**src/logic/csd_params.svh**
```systemverilog
/*
  Constants of the camera serial command decoder: command codes, field
  positions, reset values and serial timing.
  Assumes inclusion by the package and by the design files.
*/
// Behaviour
// RQ1 - Mode write is a command byte then one data byte, applied after data.
// RQ2 - Hard reset code restores every register default, no data byte follows.
// RQ3 - Mode register written by one code, read back by another code.
// RQ4 - Mode bit 7 selects external integration, bit 3 external trigger, default 0.
// RQ5 - Bit 2 disables flushing; only meaningful while bit 7 selects external integration.
// RQ6 - Three write-only byte registers form the 24-bit exposure time.
// RQ7 - Camera type read returns a fixed 8-bit model identifier.
// RQ8 - Firmware read returns clock-board revision in the low nibble.
// RQ9 - Converter soft reset restarts that board's controller, both channels.
// RQ10 - Soft reset and hard reset are the only writes without a data byte.
// RQ11 - After soft reset the black level loop restarts, then settles near 50.
// RQ12 - Channel gain is 16 bits as high and low bytes; top 14 used.
// RQ13 - Each command set addresses the gain of a single converter channel.
// RQ14 - Host computes gain code as 32768 times log10 of gain, 1 to 10.
// RQ15 - Host writes both gain high and low bytes when changing gain.
// RQ16 - Gain read command returns stored high or low byte of that channel.
// RQ17 - Offset set point held per board, both channels, default 50 counts.
// RQ18 - Board set point write is its command code then one data byte.
// RQ19 - Converter command: bits 3:0 operation, 5:4 board, 6 read, 7 clock board.
// RQ20 - Bytes travel at 9600 baud, one start, eight data, no parity, one stop.
// RQ21 - Invalid binning pattern falls back to 1x1 in both directions.
// RQ22 - Mode bits 6:4 and 1 read zero; bit 0 is the serial trigger level.
// RQ23 - Binning: vertical bits 6:4, horizontal 2:0, one-hot 1x/2x/4x, default 1x.
`ifndef CSD_PARAMS_SVH
`define CSD_PARAMS_SVH

// ----------------------------------------------------------------------
// Serial timing
// ----------------------------------------------------------------------
`define CSD_CLK_HZ          100000000
`define CSD_BAUD            9600
`define CSD_BIT_CYCLES      (`CSD_CLK_HZ / `CSD_BAUD)

// ----------------------------------------------------------------------
// Clock-board command codes
// ----------------------------------------------------------------------
`define CSD_CMD_HARD_RESET  8'h80
`define CSD_CMD_MODE_WR     8'h82
`define CSD_CMD_MODE_RD     8'hC2
`define CSD_CMD_BIN_WR      8'h85
`define CSD_CMD_EXP_LOW     8'h8A
`define CSD_CMD_EXP_MID     8'h8B
`define CSD_CMD_EXP_HIGH    8'h8C
`define CSD_CMD_TYPE_RD     8'hC3
`define CSD_CMD_FW_RD       8'hC5

// ----------------------------------------------------------------------
// Converter-board operations
// ----------------------------------------------------------------------
`define CSD_OP_SOFT_RESET   4'h0
`define CSD_OP_SETPOINT     4'hA
`define CSD_NUM_BOARDS      2
`define CSD_NUM_CHANNELS    4

// ----------------------------------------------------------------------
// Mode register fields
// ----------------------------------------------------------------------
`define CSD_MODE_EXT_INT    7
`define CSD_MODE_EXT_TRIG   3
`define CSD_MODE_NO_FLUSH   2
`define CSD_MODE_SER_TRIG   0
`define CSD_MODE_MASK       8'h8D

// ----------------------------------------------------------------------
// Binning fields and codes
// ----------------------------------------------------------------------
`define CSD_BIN_V_HI        6
`define CSD_BIN_V_LO        4
`define CSD_BIN_H_HI        2
`define CSD_BIN_H_LO        0
`define CSD_BIN_1X          3'h1
`define CSD_BIN_2X          3'h2
`define CSD_BIN_4X          3'h4

// ----------------------------------------------------------------------
// Reset values
// ----------------------------------------------------------------------
`define CSD_MODE_RST        8'h00
`define CSD_BIN_RST         8'h11
`define CSD_EXP_LOW_RST     8'h2B
`define CSD_EXP_MID_RST     8'hFC
`define CSD_EXP_HIGH_RST    8'h00
`define CSD_GAIN_RST        16'h0000
`define CSD_SETPOINT_RST    8'h32
`define CSD_GAIN_USED       14

`endif

```
**src/logic/csd_pkg.sv**
```systemverilog
/*
  Types shared by the camera serial command decoder files.
  Assumes csd_params.svh is on the include path.
*/
`include "csd_params.svh"

package csd_pkg;

  // Command byte fields
  typedef struct packed {
    logic       clock_board;
    logic       is_read;
    logic [1:0] board;
    logic [3:0] op;
  } csd_cmd_t;

  // Configuration driven into the camera
  typedef struct packed {
    logic                                          ext_integrate;
    logic                                          ext_trigger;
    logic                                          flush_disable;
    logic                                          serial_trigger;
    logic [2:0]                                    vbin;
    logic [2:0]                                    hbin;
    logic [23:0]                                   exposure;
    logic [`CSD_NUM_CHANNELS-1:0][`CSD_GAIN_USED-1:0] gain;
    logic [`CSD_NUM_BOARDS-1:0][7:0]               setpoint;
    logic [`CSD_NUM_BOARDS-1:0]                    adc_restart;
  } csd_cfg_t;

  typedef enum logic [1:0] {RX_IDLE, RX_START, RX_DATA, RX_STOP} csd_rx_state_t;
  typedef enum logic {TX_IDLE, TX_SHIFT} csd_tx_state_t;
  typedef enum logic {DEC_IDLE, DEC_WAIT_DATA} csd_dec_state_t;

endpackage

```
**src/logic/csd_uart_rx.sv**
```systemverilog
/*
  Serial byte receiver, 8N1, for the command decoder.
  Assumes rxd is an asynchronous pin idling high.
*/
`timescale 1ns/1ps
`include "csd_params.svh"

module csd_uart_rx #(
  parameter int BIT_CYCLES = `CSD_BIT_CYCLES
) (
  // Clock and reset
  input  wire logic       core_clk,
  input  wire logic       rst,
  input  wire logic       ce,
  // Serial pin
  input  wire logic       rxd,
  // Received byte
  output logic [7:0]      rx_data,
  output logic            rx_valid
);
  import csd_pkg::*;

  localparam int CW = $clog2(BIT_CYCLES + 1);

  logic            sync1_reg;
  logic            sync2_reg;
  csd_rx_state_t   state_reg,  state_next;
  logic [CW-1:0]   cnt_reg,    cnt_next;
  logic [2:0]      bitn_reg,   bitn_next;
  logic [7:0]      shift_reg,  shift_next;
  logic [7:0]      data_reg,   data_next;
  logic            valid_reg,  valid_next;

  assign rx_data  = data_reg;
  assign rx_valid = valid_reg;

  // ----------------------------------------------------------------------
  // Frame sampling at mid-bit
  // ----------------------------------------------------------------------
  always_comb
  begin
    state_next = state_reg;
    cnt_next   = cnt_reg;
    bitn_next  = bitn_reg;
    shift_next = shift_reg;
    data_next  = data_reg;
    valid_next = 1'b0;
    case (state_reg)
      RX_IDLE:
      begin
        if (!sync2_reg)
        begin
          state_next = RX_START;
          cnt_next   = CW'(BIT_CYCLES / 2);
        end
      end
      RX_START:
      begin
        if (cnt_reg == '0)
        begin
          // A glitch shorter than half a bit is not a start
          state_next = sync2_reg ? RX_IDLE : RX_DATA;
          cnt_next   = CW'(BIT_CYCLES - 1);
          bitn_next  = 3'h0;
        end
        else
          cnt_next = cnt_reg - 1'b1;
      end
      RX_DATA:
      begin
        if (cnt_reg == '0)
        begin
          shift_next = {sync2_reg, shift_reg[7:1]}; // RQ20
          cnt_next   = CW'(BIT_CYCLES - 1);
          bitn_next  = bitn_reg + 3'h1;
          if (bitn_reg == 3'h7)
            state_next = RX_STOP;
        end
        else
          cnt_next = cnt_reg - 1'b1;
      end
      RX_STOP:
      begin
        if (cnt_reg == '0)
        begin
          // Framing error drops the byte
          valid_next = sync2_reg; // RQ20
          data_next  = shift_reg;
          state_next = RX_IDLE;
        end
        else
          cnt_next = cnt_reg - 1'b1;
      end
      default:
        state_next = RX_IDLE;
    endcase
  end

  always_ff @(posedge core_clk)
  begin
    if (rst)
    begin
      sync1_reg <= 1'b1;
      sync2_reg <= 1'b1;
      state_reg <= RX_IDLE;
      cnt_reg   <= '0;
      bitn_reg  <= 3'h0;
      shift_reg <= 8'h00;
      data_reg  <= 8'h00;
      valid_reg <= 1'b0;
    end
    else if (ce)
    begin
      sync1_reg <= rxd;
      sync2_reg <= sync1_reg;
      state_reg <= state_next;
      cnt_reg   <= cnt_next;
      bitn_reg  <= bitn_next;
      shift_reg <= shift_next;
      data_reg  <= data_next;
      valid_reg <= valid_next;
    end
  end

endmodule

```
**src/logic/csd_uart_tx.sv**
```systemverilog
/*
  Serial byte transmitter, 8N1, for read answers.
  Assumes tx_start is a one-cycle pulse taken only while tx_busy is low.
*/
`timescale 1ns/1ps
`include "csd_params.svh"

module csd_uart_tx #(
  parameter int BIT_CYCLES = `CSD_BIT_CYCLES
) (
  // Clock and reset
  input  wire logic       core_clk,
  input  wire logic       rst,
  input  wire logic       ce,
  // Byte to send
  input  wire logic [7:0] tx_data,
  input  wire logic       tx_start,
  output logic            tx_busy,
  // Serial pin
  output logic            txd
);
  import csd_pkg::*;

  localparam int CW = $clog2(BIT_CYCLES + 1);

  csd_tx_state_t  state_reg, state_next;
  logic [CW-1:0]  cnt_reg,   cnt_next;
  logic [3:0]     bits_reg,  bits_next;
  logic [9:0]     frame_reg, frame_next;
  logic           txd_reg,   txd_next;

  assign tx_busy = (state_reg != TX_IDLE);
  assign txd     = txd_reg;

  // ----------------------------------------------------------------------
  // Shift out start, eight data bits LSB first, stop
  // ----------------------------------------------------------------------
  always_comb
  begin
    state_next = state_reg;
    cnt_next   = cnt_reg;
    bits_next  = bits_reg;
    frame_next = frame_reg;
    txd_next   = txd_reg;
    case (state_reg)
      TX_IDLE:
      begin
        txd_next = 1'b1;
        if (tx_start)
        begin
          frame_next = {1'b1, tx_data, 1'b0}; // RQ20
          state_next = TX_SHIFT;
          cnt_next   = '0;
          bits_next  = 4'hA;
        end
      end
      TX_SHIFT:
      begin
        if (cnt_reg == '0)
        begin
          if (bits_reg == 4'h0)
            state_next = TX_IDLE;
          else
          begin
            txd_next   = frame_reg[0];
            frame_next = {1'b1, frame_reg[9:1]};
            bits_next  = bits_reg - 4'h1;
            cnt_next   = CW'(BIT_CYCLES - 1);
          end
        end
        else
          cnt_next = cnt_reg - 1'b1;
      end
      default:
        state_next = TX_IDLE;
    endcase
  end

  always_ff @(posedge core_clk)
  begin
    if (rst)
    begin
      state_reg <= TX_IDLE;
      cnt_reg   <= '0;
      bits_reg  <= 4'h0;
      frame_reg <= 10'h3FF;
      txd_reg   <= 1'b1;
    end
    else if (ce)
    begin
      state_reg <= state_next;
      cnt_reg   <= cnt_next;
      bits_reg  <= bits_next;
      frame_reg <= frame_next;
      txd_reg   <= txd_next;
    end
  end

endmodule

```
**src/logic/csd_top.sv**
```systemverilog
/*
  Camera serial command decoder: takes command and value bytes from the
  host serial line, holds the clock-board and converter-board settings
  and answers read commands on the same serial line.
  Assumes one 100 MHz clock, a synchronous reset at power-up and a host
  that keeps to one command at a time.
*/
`timescale 1ns/1ps
`include "csd_params.svh"

module csd_top #(
  parameter int        BIT_CYCLES = `CSD_BIT_CYCLES,
  parameter logic [7:0] MODEL_ID   = 8'hA5,   // Arbitrary value
  parameter logic [3:0] FW_REV     = 4'h1     // Arbitrary value
) (
  // Clock and reset
  input  wire logic       core_clk,
  input  wire logic       rst,
  input  wire logic       ce,
  // Serial line
  input  wire logic       serial_rxd,
  output logic            serial_txd,
  // Camera settings
  output csd_pkg::csd_cfg_t cfg
);
  import csd_pkg::*;

  // ----------------------------------------------------------------------
  // Helpers
  // ----------------------------------------------------------------------
  // Only 1x, 2x and 4x are legal
  function automatic logic bin_code_ok(input logic [2:0] code);
    bin_code_ok = (code == `CSD_BIN_1X) || (code == `CSD_BIN_2X)
                  || (code == `CSD_BIN_4X);
  endfunction

  // Any bad field sends both directions back to 1x
  function automatic logic [7:0] bin_filter(input logic [7:0] raw);
    logic [7:0] res;
    res = 8'h00;
    if (bin_code_ok(raw[`CSD_BIN_V_HI:`CSD_BIN_V_LO])
        && bin_code_ok(raw[`CSD_BIN_H_HI:`CSD_BIN_H_LO]))
    begin
      res[`CSD_BIN_V_HI:`CSD_BIN_V_LO] = raw[`CSD_BIN_V_HI:`CSD_BIN_V_LO];
      res[`CSD_BIN_H_HI:`CSD_BIN_H_LO] = raw[`CSD_BIN_H_HI:`CSD_BIN_H_LO];
    end
    else
      res = `CSD_BIN_RST;
    bin_filter = res;
  endfunction

  // Ops 2, 3, 6, 7: gain bytes
  function automatic logic is_gain_op(input logic [3:0] op);
    is_gain_op = !op[3] && op[1];
  endfunction

  // Channel A/B on board 0, C/D on board 1; op bit 2 picks the second channel
  function automatic logic [1:0] gain_chan(input csd_cmd_t c);
    gain_chan = {c.board[0], c.op[2]};
  endfunction

  function automatic logic board_ok(input logic [1:0] b);
    board_ok = (b < 2'(`CSD_NUM_BOARDS));
  endfunction

  function automatic logic is_setpoint_op(input logic [3:0] op);
    is_setpoint_op = (op == `CSD_OP_SETPOINT);
  endfunction

  // ----------------------------------------------------------------------
  // Serial byte links
  // ----------------------------------------------------------------------
  logic [7:0] rx_data;
  logic       rx_valid;
  logic       tx_busy;

  csd_dec_state_t                        state_reg,    state_next;
  csd_cmd_t                              cmd_reg,      cmd_next;
  logic [7:0]                            mode_reg,     mode_next;
  logic [7:0]                            bin_reg,      bin_next;
  logic [7:0]                            exp_low_reg,  exp_low_next;
  logic [7:0]                            exp_mid_reg,  exp_mid_next;
  logic [7:0]                            exp_high_reg, exp_high_next;
  logic [`CSD_NUM_CHANNELS-1:0][15:0]    gain_reg,     gain_next;
  logic [`CSD_NUM_BOARDS-1:0][7:0]       setpt_reg,    setpt_next;
  logic [`CSD_NUM_BOARDS-1:0]            restart_reg,  restart_next;
  logic [7:0]                            tx_byte_reg,  tx_byte_next;
  logic                                  tx_go_reg,    tx_go_next;
  csd_cfg_t                              cfg_reg,      cfg_next;
  csd_cmd_t                              rx_cmd;

  assign rx_cmd = csd_cmd_t'(rx_data); // RQ19
  assign cfg    = cfg_reg;

  csd_uart_rx #(
    .BIT_CYCLES (BIT_CYCLES)
  ) u_rx (
    .core_clk (core_clk),
    .rst      (rst),
    .ce       (ce),
    .rxd      (serial_rxd),
    .rx_data  (rx_data),
    .rx_valid (rx_valid)
  );

  csd_uart_tx #(
    .BIT_CYCLES (BIT_CYCLES)
  ) u_tx (
    .core_clk (core_clk),
    .rst      (rst),
    .ce       (ce),
    .tx_data  (tx_byte_reg),
    .tx_start (tx_go_reg),
    .tx_busy  (tx_busy),
    .txd      (serial_txd)
  );

  // ----------------------------------------------------------------------
  // Command interpreter
  // ----------------------------------------------------------------------
  always_comb
  begin
    state_next    = state_reg;
    cmd_next      = cmd_reg;
    mode_next     = mode_reg;
    bin_next      = bin_reg;
    exp_low_next  = exp_low_reg;
    exp_mid_next  = exp_mid_reg;
    exp_high_next = exp_high_reg;
    gain_next     = gain_reg;
    setpt_next    = setpt_reg;
    restart_next  = '0;
    tx_byte_next  = tx_byte_reg;
    tx_go_next    = 1'b0;
    if (rx_valid)
    begin
      case (state_reg)
        DEC_IDLE:
        begin
          if (rx_data == `CSD_CMD_HARD_RESET)
          begin
            // No data byte follows; loops restart too
            mode_next     = `CSD_MODE_RST; // RQ2 RQ10
            bin_next      = `CSD_BIN_RST; // RQ2
            exp_low_next  = `CSD_EXP_LOW_RST; // RQ2
            exp_mid_next  = `CSD_EXP_MID_RST; // RQ2
            exp_high_next = `CSD_EXP_HIGH_RST; // RQ2
            gain_next     = {`CSD_NUM_CHANNELS{`CSD_GAIN_RST}}; // RQ2
            setpt_next    = {`CSD_NUM_BOARDS{`CSD_SETPOINT_RST}}; // RQ2
            restart_next  = '1; // RQ2
          end
          else if (rx_cmd.clock_board)
          begin
            if (rx_cmd.is_read)
            begin
              // A read that finds the line busy is dropped, not queued
              tx_go_next = !tx_busy;
              case (rx_data)
                `CSD_CMD_MODE_RD: tx_byte_next = mode_reg; // RQ3
                `CSD_CMD_TYPE_RD: tx_byte_next = MODEL_ID; // RQ7
                `CSD_CMD_FW_RD:   tx_byte_next = {4'h0, FW_REV}; // RQ8
                default:          tx_go_next   = 1'b0;
              endcase
            end
            else
            begin
              state_next = DEC_WAIT_DATA; // RQ1
              cmd_next   = rx_cmd;
            end
          end
          else if (rx_cmd.is_read)
          begin
            // Absent boards get no answer
            if (board_ok(rx_cmd.board) && !tx_busy)
            begin
              if (is_gain_op(rx_cmd.op))
              begin
                tx_go_next   = 1'b1; // RQ16
                tx_byte_next = rx_cmd.op[0] ? gain_reg[gain_chan(rx_cmd)][15:8]
                                            : gain_reg[gain_chan(rx_cmd)][7:0]; // RQ16
              end
              else if (is_setpoint_op(rx_cmd.op))
              begin
                tx_go_next   = 1'b1;
                tx_byte_next = setpt_reg[rx_cmd.board[0]];
              end
            end
          end
          else if (rx_cmd.op == `CSD_OP_SOFT_RESET)
          begin
            if (board_ok(rx_cmd.board))
              restart_next[rx_cmd.board[0]] = 1'b1; // RQ9 RQ10 RQ11
          end
          else
          begin
            // Unlisted writes still eat their data byte to keep pairing
            state_next = DEC_WAIT_DATA; // RQ10
            cmd_next   = rx_cmd;
          end
        end
        DEC_WAIT_DATA:
        begin
          // Even 80h is plain data here
          state_next = DEC_IDLE;
          if (cmd_reg.clock_board)
          begin
            case (8'(cmd_reg))
              `CSD_CMD_MODE_WR:  mode_next     = rx_data & `CSD_MODE_MASK; // RQ1 RQ22
              `CSD_CMD_BIN_WR:   bin_next      = bin_filter(rx_data); // RQ21 RQ23
              `CSD_CMD_EXP_LOW:  exp_low_next  = rx_data; // RQ6
              `CSD_CMD_EXP_MID:  exp_mid_next  = rx_data; // RQ6
              `CSD_CMD_EXP_HIGH: exp_high_next = rx_data; // RQ6
              default:           mode_next     = mode_reg;
            endcase
          end
          // Absent boards drop their data
          else if (board_ok(cmd_reg.board))
          begin
            if (is_gain_op(cmd_reg.op))
            begin
              if (cmd_reg.op[0])
                gain_next[gain_chan(cmd_reg)][15:8] = rx_data; // RQ12 RQ13
              else
                gain_next[gain_chan(cmd_reg)][7:0] = rx_data; // RQ12 RQ13
            end
            else if (is_setpoint_op(cmd_reg.op))
              setpt_next[cmd_reg.board[0]] = rx_data; // RQ17 RQ18
          end
        end
        default:
          state_next = DEC_IDLE;
      endcase
    end
  end

  // ----------------------------------------------------------------------
  // Registered camera settings
  // ----------------------------------------------------------------------
  always_comb
  begin
    cfg_next                = cfg_reg;
    cfg_next.ext_integrate  = mode_reg[`CSD_MODE_EXT_INT]; // RQ4
    cfg_next.ext_trigger    = mode_reg[`CSD_MODE_EXT_TRIG]; // RQ4
    // Flush can only be skipped under external integration
    cfg_next.flush_disable  = mode_reg[`CSD_MODE_NO_FLUSH]
                              && mode_reg[`CSD_MODE_EXT_INT]; // RQ5
    cfg_next.serial_trigger = mode_reg[`CSD_MODE_SER_TRIG]; // RQ22
    cfg_next.vbin           = bin_reg[`CSD_BIN_V_HI:`CSD_BIN_V_LO]; // RQ23
    cfg_next.hbin           = bin_reg[`CSD_BIN_H_HI:`CSD_BIN_H_LO]; // RQ23
    cfg_next.exposure       = {exp_high_reg, exp_mid_reg, exp_low_reg}; // RQ6
    for (int i = 0; i < `CSD_NUM_CHANNELS; i++)
    begin
      cfg_next.gain[i] = gain_reg[i][15:16-`CSD_GAIN_USED]; // RQ12
    end
    cfg_next.setpoint       = setpt_reg; // RQ17
    cfg_next.adc_restart    = restart_reg; // RQ9 RQ11
  end

  always_ff @(posedge core_clk)
  begin
    if (rst)
    begin
      state_reg    <= DEC_IDLE;
      cmd_reg      <= '0;
      mode_reg     <= `CSD_MODE_RST;
      bin_reg      <= `CSD_BIN_RST;
      exp_low_reg  <= `CSD_EXP_LOW_RST;
      exp_mid_reg  <= `CSD_EXP_MID_RST;
      exp_high_reg <= `CSD_EXP_HIGH_RST;
      gain_reg     <= {`CSD_NUM_CHANNELS{`CSD_GAIN_RST}};
      setpt_reg    <= {`CSD_NUM_BOARDS{`CSD_SETPOINT_RST}};
      restart_reg  <= '0;
      tx_byte_reg  <= 8'h00;
      tx_go_reg    <= 1'b0;
    end
    else if (ce)
    begin
      state_reg    <= state_next;
      cmd_reg      <= cmd_next;
      mode_reg     <= mode_next;
      bin_reg      <= bin_next;
      exp_low_reg  <= exp_low_next;
      exp_mid_reg  <= exp_mid_next;
      exp_high_reg <= exp_high_next;
      gain_reg     <= gain_next;
      setpt_reg    <= setpt_next;
      restart_reg  <= restart_next;
      tx_byte_reg  <= tx_byte_next;
      tx_go_reg    <= tx_go_next;
    end
  end

  // Keeps every output a flop
  always_ff @(posedge core_clk)
  begin
    if (rst)
      cfg_reg <= '0;
    else if (ce)
      cfg_reg <= cfg_next;
  end

endmodule

```
**config.mk**
```make
export PLATFORM = sky130hd
export DESIGN_NAME = csd_top
export DESIGN_NICKNAME = d
export VERILOG_FILES = /design/src/logic/csd_pkg.sv /design/src/logic/csd_uart_rx.sv /design/src/logic/csd_uart_tx.sv /design/src/logic/csd_top.sv
export VERILOG_INCLUDE_DIRS = /design/src /design/src/logic
export SDC_FILE = /design/constraint.sdc
export NUM_CORES = 1
export LEC_CHECK = 0
export ABC_AREA = 1
export BUFFER_PORTS_ARGS = -buffer_cell sky130_fd_sc_hd__buf_2
export CORE_MARGIN = 4
export CORE_UTILIZATION = 45
export CTS_BUF_LIST = sky130_fd_sc_hd__clkbuf_8
export CTS_CLUSTER_DIAMETER = 150
export DETAILED_ROUTE_END_ITERATION = 12
export GPL_TIMING_DRIVEN = 0
export PLACE_DENSITY = 0.65
export SLEW_MARGIN = 20
export SYNTH_ARGS = -nofsm -noshare
export SYNTH_HDL_FRONTEND = slang
export SYNTH_SLANG_ARGS = --single-unit
```
**constraint.sdc**
```tcl
create_clock -name core_clk -period 1.8 [get_ports core_clk]
set_input_delay 0.09 -clock core_clk [delete_from_list [all_inputs] [get_ports core_clk]]
set_output_delay 0.09 -clock core_clk [all_outputs]
set_load 0.01 [all_outputs]
```
; ---- After elaboration in Yosys (flattened, before gate mapping)
; Index checks and enable logic that the tools add are counted.
[totals]
regBits = 315
in_bits = 4
out_inout_bits = 109
word_cells = 269
[classes]
addsub = 4
order_cmp = 9
eq_ne = 45
n_mux = 118
n_bitwise = 4
reduce_logical = 43
[op_table]
columns = cell, count
row1 = $mux 64, 5
row2 = $mux 8, 26
row3 = $bwmux 64, 2
row4 = $pmux 64 s2, 1
row5 = $mux 16, 7
row6 = $mux 14, 6
row7 = $eq 8x8->1 const B, 9
row8 = $demux 16 s2, 2
row9 = $pmux 8 s2, 4
row10 = $pmux 14 s3, 1
row11 = $bmux 16 s2, 1
row12 = $pmux 16 s2, 1
row13 = $mux 10, 3
row14 = $logic_not 14->1, 2
row15 = $ne 2x1->1 const B, 14
row16 = $pmux 14 s2, 1
row17 = $sub 14x1->14 const B, 2
row18 = $mux 2, 13
row19 = $reduce_and 5->1, 5
row20 = $pmux 8 s3, 1
row21 = $mux 1, 23
row22 = $mux 7, 3
row23 = $pmux 10 s2, 1
row24 = $reduce_and 6->1, 3
row25 = other kinds (41), 87

; ---- Depth between registers and ports, before layout
; Gate-level depths: netlist (run 1).
[logic_depth]
word_depth = 11
ltp_mapped = 13
mapped_depth_nobuf = 12

; ---- Cells and area by module
; A second synthesis (run 1) with hierarchy kept.
[hier_totals]
cells_unflattened = 2053
hier_area_um2 = 14433.8
[by_module_without_submodules]
columns = module, n_inst, cells_each, area_each_um2, seq_area_each_um2
row1 = csd_top, 1, 1503, 10690.3, 4824.6
row2 = csd_uart_rx, 1, 293, 2040.7, 760.7
row3 = csd_uart_tx, 1, 257, 1702.9, 580.6

; ---- Worst setup path before layout (run 1)
; OpenSTA, ideal clock, no wires.
[synth_path]
kind = register to register
startpoint = reg u_tx.bits_reg[0]
endpoint = reg u_tx.cnt_reg[12]
setup_time_ns = 0.117
t_arrival_ns = 1.392
required_ns = 1.683
path_slack_ns = 0.291
stages_incl_launch_ff = 11
n_path_buf = 1
period_less_slack_ns = 1.509
cell_sequence = dfxtp_1 inv_1 ha_1 nand3_1 nor2_1 nand3_1 nand3_1 buf_2 inv_1 o21ai_0 nor2_1
[synth_between]
elab_chain_len = 3
[synth_lines]
columns = element, line
row1 = start: declaration, csd_uart_tx.sv:28  ; logic [3:0] bits_reg, bits_next;
row2 = start signal: assignment, csd_uart_tx.sv:93  ; bits_reg <= bits_next;
row3 = $logic_not 4->1, csd_uart_tx.sv:61  ; if (bits_reg == 4'h0)
row4 = $ne 3x3->1 (no line), n/a
row5 = $reduce_and 3->1 (no line), n/a
row6 = end signal: assignment, csd_uart_tx.sv:92  ; cnt_reg <= cnt_next;
row7 = end: declaration, csd_uart_tx.sv:27  ; logic [CW-1:0] cnt_reg, cnt_next;
; Every way passes these cells.
; A chain may end at the register's enable or synchronous reset.

; ---- Worst setup path after layout (run 1)
[layout_path]
startpoint = reg u_rx.data_reg[5], in the netlist u_rx.rx_data[5]
endpoint = reg gain_reg, in the netlist cfg_next[40]
[layout_between]
elab_chain_len = 3
[layout_lines]
columns = element, line
row1 = start: declaration, csd_uart_rx.sv:31  ; logic [7:0] data_reg, data_next;
row2 = start signal: assignment, csd_uart_rx.sv:120  ; data_reg <= data_next;
row3 = $eq 8x8->1 (no line), n/a
row4 = $ne 2x2->1 (no line), n/a
row5 = $reduce_and 6->1 (no line), n/a
row6 = end signal: assignment, csd_top.sv:270  ; gain_reg <= {`CSD_NUM_CHANNELS{`CSD_GAIN_RST}};
row7 = end signal: assignment, csd_top.sv:285  ; gain_reg <= gain_next;
row8 = end: declaration, csd_top.sv:84  ; logic [`CSD_NUM_CHANNELS-1:0][15:0] gain_reg, gain_next;
; Every way passes these cells.

==> flow_summary.toml, run 1 <==
[cells_and_area]
largest_register_ff_count = 108
mostFrequentLayoutCell = "nand2_1"
nNetsFinal = 2237
fill_cells = 3046
seq_area_um2 = 6170
drive_above_1_share_pct = 18.1
layout_common_cells = "nand2_1, dfxtp_1, nor2_1, a21oi_1, o21ai_0"
multi_input_area_um2 = 7100
final_util_pct = 55.8
diodes = 0
syn_to_final_growth_pct = 21.7

[placed_design]
dp_slack_ns = -0.421
gp_congestion = 0.964
port_buffers = 111
detailed_place_hpwl_um = 36300

[power]
total_power_mw = 15.2
p_leak_nw = 7.05
vdd_drop_max_uv = 568
power.density_nw_per_um2 = 886

[grt]
antenna_found_initial = 1
grtUsageTotal_pct = 28.3
first_global_vias = 13575
grt_max_degree = 17
grt_pass1_wl_um = 76400
grt_overflow = 0

[timing]
fmax_ghz = 0.566
setup_viol = 0
slew_headroom_pct = 41.6
fin_crit_sh_pct = 98.2
tightest_slew_ns = 0.876
period_needed_ns = 1.77
drv_slew = 0
fin_skew_ns = 0.0454
finalHoldViolCount = 0
finalWorstSetupSlack_ns = 0.0330
rsz0062_at_grt = "true"

[critical_path]
max_stage_delay_ns = 0.32
crit_path_start = "u_rx.rx_data[5]"
worstPathRequired_ns = 2.28
slowest_stage = "dfxtp_2"
cp_common_cell = "buf_8"
path_class = "flip-flop to flip-flop"
cp.buffers_inverters = 4
path_cells = "buf_8, clkinv_4, nand2_4, nor2_4, nand3_4, a21oi_4, buf_6, buf_8, nand4_1, a21oi_1"
critPathArrivalTime_ns = 2.24
setup.worst_path.start_class = "flip-flop"
rrSetupSlack_ns = 0.03
worstPathMaxFanout = 5
end_kind = "flip-flop"
cpLargestDelayFamily = "buffers and inverters"
r2r-start = "u_rx.rx_data[5]"

[cts]
cts_sinks = 308
htreeDepth = 2
numCtsBuffers = 52
clkTransAtPathRegs_ns = 0.06
insertion_delay_ns = 0.60
ctsRootBufferMaster = "clkbuf_8"
cts_tree = "yes"
clockBufferDepth = 3

[run_status]
run_status = "complete, no violations"

[floorplanning]
initial_utilization_pct = 45.9
pin_count = 113
die_w_um = 185
rows = 64
die_h_um = 185
core_um2 = 30800
die_area_um2 = 34300

[worst_hold_path]
min_from = "ce"
hp-class = "input pin to flip-flop"

[drt]
vias_per_cell = 5.54
wl_per_cell_um = 18.8
routed_wl_um = 49800
vias = 14704
drt_iter0_drc = 1386
dr.pass1.iters = 6
ant_nets = 0
drc = 0

[logic_synthesis]
netlist_instances = 2012
synth_cell_types = 42
syn_area_per_cell_um2 = 7.03
ys_seq_area_share_pct = 43.6
ys_warn_count = 0
ys_ff_latch = 308
synth.net_count = 2028
syn_area_um2 = 14100

[flow_run]
max_cap_violations = 0
cell usage after synthesis (all sizes together):
| library cell | instances | area [um2] |
|---|---|---|
| and2 | 1 | 6.26 |
| o211ai | 13 | 97.6 |
| or2 | 6 | 37.5 |
| a31oi | 1 | 6.26 |
| and3 | 1 | 6.26 |
| nor2 | 321 | 1310 |
| ha | 12 | 150 |
| clkbuf | 64 | 240 |
| o21ai | 205 | 1030 |
| nand4 | 93 | 664 |
| clkinv | 5 | 25.0 |
| nand3 | 102 | 528 |
| inv | 147 | 564 |
| xnor2 | 7 | 61.3 |
| buf | 62 | 362 |
| nand2 | 404 | 1550 |
| xor2 | 2 | 17.5 |
| a21oi | 234 | 1190 |
| dfxtp | 308 | 6170 |
| o21bai | 2 | 15.0 |
| nand3b | 2 | 15.0 |
| nor3 | 20 | 100 |
report_power, final:
group	internal (mW)	leakage, nW	switching [mW]
clock	3.84	0.643	2.90
sequential	7.00	2.51	0.118
combinational	0.473	3.90	0.914
total	11.3	7.05	3.93
cell families after synthesis:
| family | count (synthesis) | share of synthesized area [%] |
|---|---|---|
| xor+xnor | 9 | 0.558 |
| compound gates | 455 | 16.5 |
| buf+inv | 278 | 8.43 |
| simple gates | 950 | 29.8 |
| fa+ha+maj | 12 | 1.06 |
| flops | 308 | 43.6 |
path summary, 6_finish.rpt:
path | endpoint | cells after the start
setup / recovery | cfg_next[40] | 10
hold / removal | state_reg | 4
setup reg to reg | cfg_next[40] | 10
hold reg to reg | u_rx.shift_reg[0] | 2
per-layer routing:
layer / vias to the layer above / wire, um / track usage, % / share of wire (%)
li1: 7083 / - / - / -
met1: 6871 / 22100 / 40.0 / 44
met2: 614 / 21800 / 43.8 / 44
met3: 134 / 4010 / 4.81 / 8.0
met4: 2 / 1870 / 9.95 / 3.8
met5: - / 13 / 0 / 0.026
through the flow:
stage	TNS, ns	area, um2	hold WS (ns)	cells
finish	0	17200	0.151	2655
detailed placement	-28.97	15200	0.323	2519
global route	-0.307	17200	0.191	2655
CTS	-0.00184	16600	0.0970	2625
floorplan	0	14100	0.216	2012
global placement	-25.88	15200	0.321	2519
worst register-to-register path: stages (launching register included):
cell and delay (ns):
dfxtp_2 0.32, buf_8 0.12, clkinv_4 0.07, nand2_4 0.06, nor2_4 0.12, nand3_4 0.14, a21oi_4 0.25, buf_6 0.16
buf_8 0.11, nand4_1 0.14, a21oi_1 0.17
layout make-up:
type / count / share of cell area (%)
multi-input cells: 1427 / 41.3
flip-flops and latches: 308 / 35.9
repair buffers: 156 / 5.57
clock buffers: 62 / 4.96
plain buffers: 124 / 4.34
inverters: 152 / 3.58
well taps: 396 / 2.88
clock inverters: 30 / 1.53
what timing repair did:
action | 4_1_cts | 5_1_grt
gates resized for setup | 53 | 103
hold buffers | 1 | 0
endpoints found under the hold margin | 1 | 0
buffers inserted | 14 | 28
setup endpoints to repair | 114 | 166
gates cloned | 1 | 2
pin swaps | 11 | 27
Note: power is estimated with default switching activity, not from simulation.
==> inputs of run 2 (changes only) <==
- GPL_TIMING_DRIVEN: 0 -> default
==> run 2 against run 1 <==
Against the previous run:
- flip-flop and latch count unchanged
- cell area down 2.9%
- via count down 4.9%
- core utilization down 1.6 points
- fmax up 1.3%
- non-clock buffer count down 78
- final cell count down 2.9%
- largest cell class unchanged
- global-route usage down 3.9 points
==> flow_summary.toml, run 2 (same netlist as run 1, synthesis figures left out) <==
[run_status]
run_status = "complete, no violations"

[power]
p_int_mw = 11.5
seqPwrFrac_pct = 46.5
swShare_pct = 25.0
vdd_drop_max_uv = 567
combPwrFrac_pct = 8.6
total_power_mw = 15.3
clkPwrFrac_pct = 44.9
power.density_nw_per_um2 = 917
p_sw_mw = 3.83
p_leak_nw = 6.88

[cts]
htreeDepth = 2
insertion_delay_ns = 0.59
ctsRootBufferMaster = "clkbuf_8"
clkTransAtPathRegs_ns = 0.06
cts_sinks = 308
cts_tree = "yes"
numCtsBuffers = 51
clockBufferDepth = 3

[drt]
dr.pass1.iters = 5
vias_per_cell = 5.42
wl_per_cell_um = 16.7
drt_iter0_drc = 1295
ant_nets = 0
vias = 13981
drc = 0
routed_wl_um = 43100

[cells_and_area]
largest_register_ff_count = 108
layout_common_cells = "nand2_1, dfxtp_1, nor2_1, a21oi_1, o21ai_0"
nNetsFinal = 2157
drive_above_1_share_pct = 16.6
diodes = 0
mostFrequentLayoutCell = "nand2_1"
syn_to_final_growth_pct = 18.2
fill_cells = 3006

[floorplanning]
die_h_um = 185
die_w_um = 185
die_area_um2 = 34300
pin_count = 113
core_um2 = 30800
rows = 64
initial_utilization_pct = 45.9

[timing]
slew_headroom_pct = 53.3
period_needed_ns = 1.74
fin_skew_ns = 0.0248
finalWorstSetupSlack_ns = 0.0557
drv_slew = 0
fin_crit_sh_pct = 96.9
finalHoldViolCount = 0
tightest_slew_ns = 0.700
setup_viol = 0
rsz0062_at_grt = "true"
fmax_ghz = 0.573

[critical_path]
path_class = "flip-flop to flip-flop"
crit_path_start = "state_reg"
r2r-start = "state_reg"
setup.worst_path.start_class = "flip-flop"
worstPathMaxFanout = 21
end_kind = "flip-flop"
worstPathRequired_ns = 2.23
critPathArrivalTime_ns = 2.18

[placed_design]
detailed_place_hpwl_um = 29500
gp_congestion = 0.908
dp_slack_ns = 0.00481
port_buffers = 112

[grt]
first_global_vias = 12933
antenna_found_initial = 0
grt_pass1_wl_um = 68700
grtUsageTotal_pct = 24.4
grt_max_degree = 134
grt_overflow = 0

[worst_hold_path]
hp-class = "input pin to flip-flop"
min_from = "serial_rxd"

[flow_run]
max_cap_violations = 0
## run 2: cell count changes in the layout (fill, tap and decap cells not counted), moves of 9 or more
cell,change
buf_4,+23
buf_1,-11
clkbuf_1,-53
buf_6,-13
nor2_4,-11
clkbuf_2,-9
buf_2,-11
## run 2: final timing paths
kind                            end  slack [ns]  depth (start not counted)
setup / recovery       cfg_next[19]        0.06                          8
hold / removal       u_rx.sync1_reg        0.28                          4
setup reg to reg       cfg_next[19]        0.06                          8
hold reg to reg   u_rx.shift_reg[0]        0.44                          2
## run 2: routing by layer
metal  wire [um]  track usage (%)  up-vias
li1            -                -     6913
met1       19900             34.9     6486
met2       18800             37.5      503
met3        3280             4.79       79
met4        1130             7.28        0
met5           0                0        -
## run 2: worst max-delay path, stage by stage, from the launching register on
cell and delay, ns:
dfxtp_1 0.36, inv_4 0.21, nor2_1 0.12, nor2_4 0.23
buf_4 0.17, buf_12 0.15, nand4_4 0.18, nand2_1 0.10
a21oi_1 0.07
## run 2: timing repair
| action | 4_1_cts | 5_1_grt |
|---|---|---|
| hold buffers | 3 | 0 |
| endpoints found under the hold margin | 14 | 0 |
| pin swaps | 0 | 1 |
| endpoints found under the setup margin | 3 | 80 |
| cloned | 0 | 1 |
| resized for setup | 1 | 25 |
| setup buffers | 0 | 3 |
## run 2: per-stage QoR
stage | cells | cell area (um2) | util (%) | hold WS (ns) | TNS (ns)
floorplan | 2012 | 14100 | - | 0.216 | 0
global placement | 2477 | 15400 | 49.9 | 0.330 | 0
detailed placement | 2477 | 15400 | 49.9 | 0.328 | 0
CTS | 2574 | 16600 | 53.7 | 0.257 | 0
global route | 2578 | 16700 | 54.2 | 0.294 | -0.195
finish | 2578 | 16700 | 54.2 | 0.278 | 0
## run 2: area by class of cell
class	count	area [um2]	area share, %
clock buffers	66	908	5.44
clock inverters	28	253	1.51
inverters	152	594	3.56
multi-input cells	1426	6870	41.1
flip-flops and latches	308	6170	36.9
well taps	396	495	2.97
repair buffers	202	1420	8.48
## run 2: power by group through the flow
stage	combinational, mW	sequential [mW]	clock [mW]
2_1_floorplan	0.810	7.30	0
5_1_grt	1.49	7.14	7.30
6_report	1.32	7.12	6.88
3_5_place_dp	1.27	7.26	0
4_1_cts	1.29	7.11	6.98
3_3_place_gp	1.25	7.26	0
==> inputs of run 3 (changes only) <==
- clock period: 1.8 -> 1.9 ns (I/O delays scaled with it)
==> run 3 against run 2 <==
Against the previous run:
- register-to-register slack improved by 0.06 ns
- critical endpoint is now cfg_next[62]
- sequential power decreased by 5.3%
- clock skew decreased by 0.0031 ns
- hold slack got worse by 0.25 ns
- clock-buffer cell count increased by 1
- combinational power decreased by 9%
- flip-flop and latch count unchanged
- setup slack improved by 0.064 ns
- highest routed layer unchanged
- power decreased by 6.6%
==> flow_summary.toml, run 3 (same netlist as run 1, synthesis figures left out) <==
[drt]
dr.pass1.iters = 6
drc = 0
vias = 13957
wl_per_cell_um = 16.6
met2WireLength_um = 18600
drt_iter0_drc = 1327
wl_met1_um = 19300
route.met3.wl_um = 3060
top_layer_used = "met4"
routed_wl_um = 42400
ant_nets = 0
vias_per_cell = 5.46

[critical_path]
end_kind = "flip-flop"
slowest_stage = "dfxtp_1"
rrSetupSlack_ns = 0.12
crit_path_start = "u_rx.rx_data[3]"
rr_worst_depth = 9
setup.worst_path.start_class = "flip-flop"
cp.buffers_inverters = 2
cpLargestDelayFamily = "simple AND/OR/NAND/NOR gates"
r2r-start = "u_rx.rx_data[3]"
max_stage_delay_ns = 0.35
worstPathRequired_ns = 2.33
r2r_end = "cfg_next[62]"
path_class = "flip-flop to flip-flop"
path_cells = "inv_6, nand2_2, nor2_4, nand3_4, nand2_4, buf_4, nand4_2, nand2_1, a21oi_1"
worstPathMaxFanout = 12
critPathArrivalTime_ns = 2.21

[timing]
finalHoldViolCount = 0
setup_viol = 0
fin_crit_sh_pct = 93.7
fin_skew_ns = 0.0218
slew_headroom_pct = 56.3
tightest_slew_ns = 0.656
period_needed_ns = 1.78
fmax_ghz = 0.562
drv_slew = 0

[cells_and_area]
seq_area_um2 = 6170
syn_to_final_growth_pct = 16.5
multi_input_area_um2 = 6820
fill_cells = 2989
nNetsFinal = 2141
mostFrequentLayoutCell = "nand2_1"
layout_common_cells = "nand2_1, dfxtp_1, nor2_1, a21oi_1, o21ai_0"
drive_above_1_share_pct = 15.7
diodes = 0
final_util_pct = 53.4
largest_register_ff_count = 108

[floorplanning]
pin_count = 113
core_um2 = 30800
rows = 64
die_w_um = 185
initial_utilization_pct = 45.9
die_h_um = 185
die_area_um2 = 34300

[cts]
cts_sinks = 308
cts_tree = "yes"
clkTransAtPathRegs_ns = 0.07
htreeDepth = 2
postCtsSetupBuffers = 0
numCtsBuffers = 51
ctsRootBufferMaster = "clkbuf_8"
clockBufferDepth = 3
insertion_delay_ns = 0.58

[grt]
grt_max_degree = 134
grt_pass1_wl_um = 68100
first_global_vias = 13152
grtUsageTotal_pct = 24.2
grt_overflow = 0
antenna_found_initial = 0

[power]
total_power_mw = 14.3
p_leak_nw = 6.78
power.density_nw_per_um2 = 868
vdd_drop_max_uv = 589

[run_status]
run_status = "complete, no violations"

[worst_hold_path]
min_path_cells = 4
min_from = "ce"
min_to = "state_reg"
hp-class = "input pin to flip-flop"

[placed_design]
gp_congestion = 0.927
detailed_place_hpwl_um = 29500
port_buffers = 112

[flow_run]
max_cap_violations = 0
==> run 3: how the worst max path moves through the flow <==
stage	endpoint	slack (ns)	cells after the start
6_report	cfg_next[62]	0.12	9
5_1_grt	cfg_next[68]	-0.002	9
4_1_cts	u_rx.shift_reg[4]	0.11	8
3_5_place_dp	u_rx.rx_data[1]	-0.04	8
3_3_place_gp	u_rx.rx_data[3]	-0.05	9
2_1_floorplan	u_tx.cnt_reg[12]	0.39	10
==> run 3: layout make-up <==
type                    count  area share [%]
repair buffers            186            7.67
clock buffers              67            5.60
multi-input cells        1426            41.4
flip-flops and latches    308            37.5
inverters                 152            3.59
clock inverters            23            1.25
well taps                 396            3.01
==> run 3: tightest hold or removal path, delay by kind of cell <==
family	cells	cell delay, ns
AO/OA/AOI/OAI	1	0.06
buffers and inverters	1	0.15
AND/OR/NAND/NOR	2	0.25
==> run 3: per-stage QoR <==
step | setup WS, ns | setup TNS [ns] | hold WS, ns | cell area [um2] | instances
global placement | -0.0547 | -0.189 | 0.317 | 15300 | 2466
detailed placement | -0.0419 | -0.0842 | 0.322 | 15300 | 2466
CTS | 0.106 | 0 | 0.00159 | 16400 | 2558
global route | -0.00155 | -0.00155 | 0.0535 | 16500 | 2558
finish | 0.120 | 0 | 0.0267 | 16500 | 2558
floorplan | 0.391 | 0 | 0.221 | 14100 | 2012
==> run 3: what timing repair did <==
item	in CTS	in global routing
hold buffers	2	0
resized for setup	4	13
endpoints found under the hold margin	5	0
pin swaps	0	0
setup endpoints to repair	4	41
==> run 3: metal layers <==
| layer | up-vias | track usage, % |
|---|---|---|
| li1 | 6887 | - |
| met1 | 6485 | 33.6 |
| met2 | 476 | 37.3 |
| met3 | 109 | 4.79 |
| met4 | 0 | 8.95 |
| met5 | - | 0 |
==> run 3: power by group <==
| group | internal, mW | leakage [nW] | switching, mW |
|---|---|---|---|
| Clock | 3.69 | 0.628 | 2.67 |
| Combinational | 0.424 | 3.64 | 0.778 |
| Sequential | 6.63 | 2.51 | 0.112 |
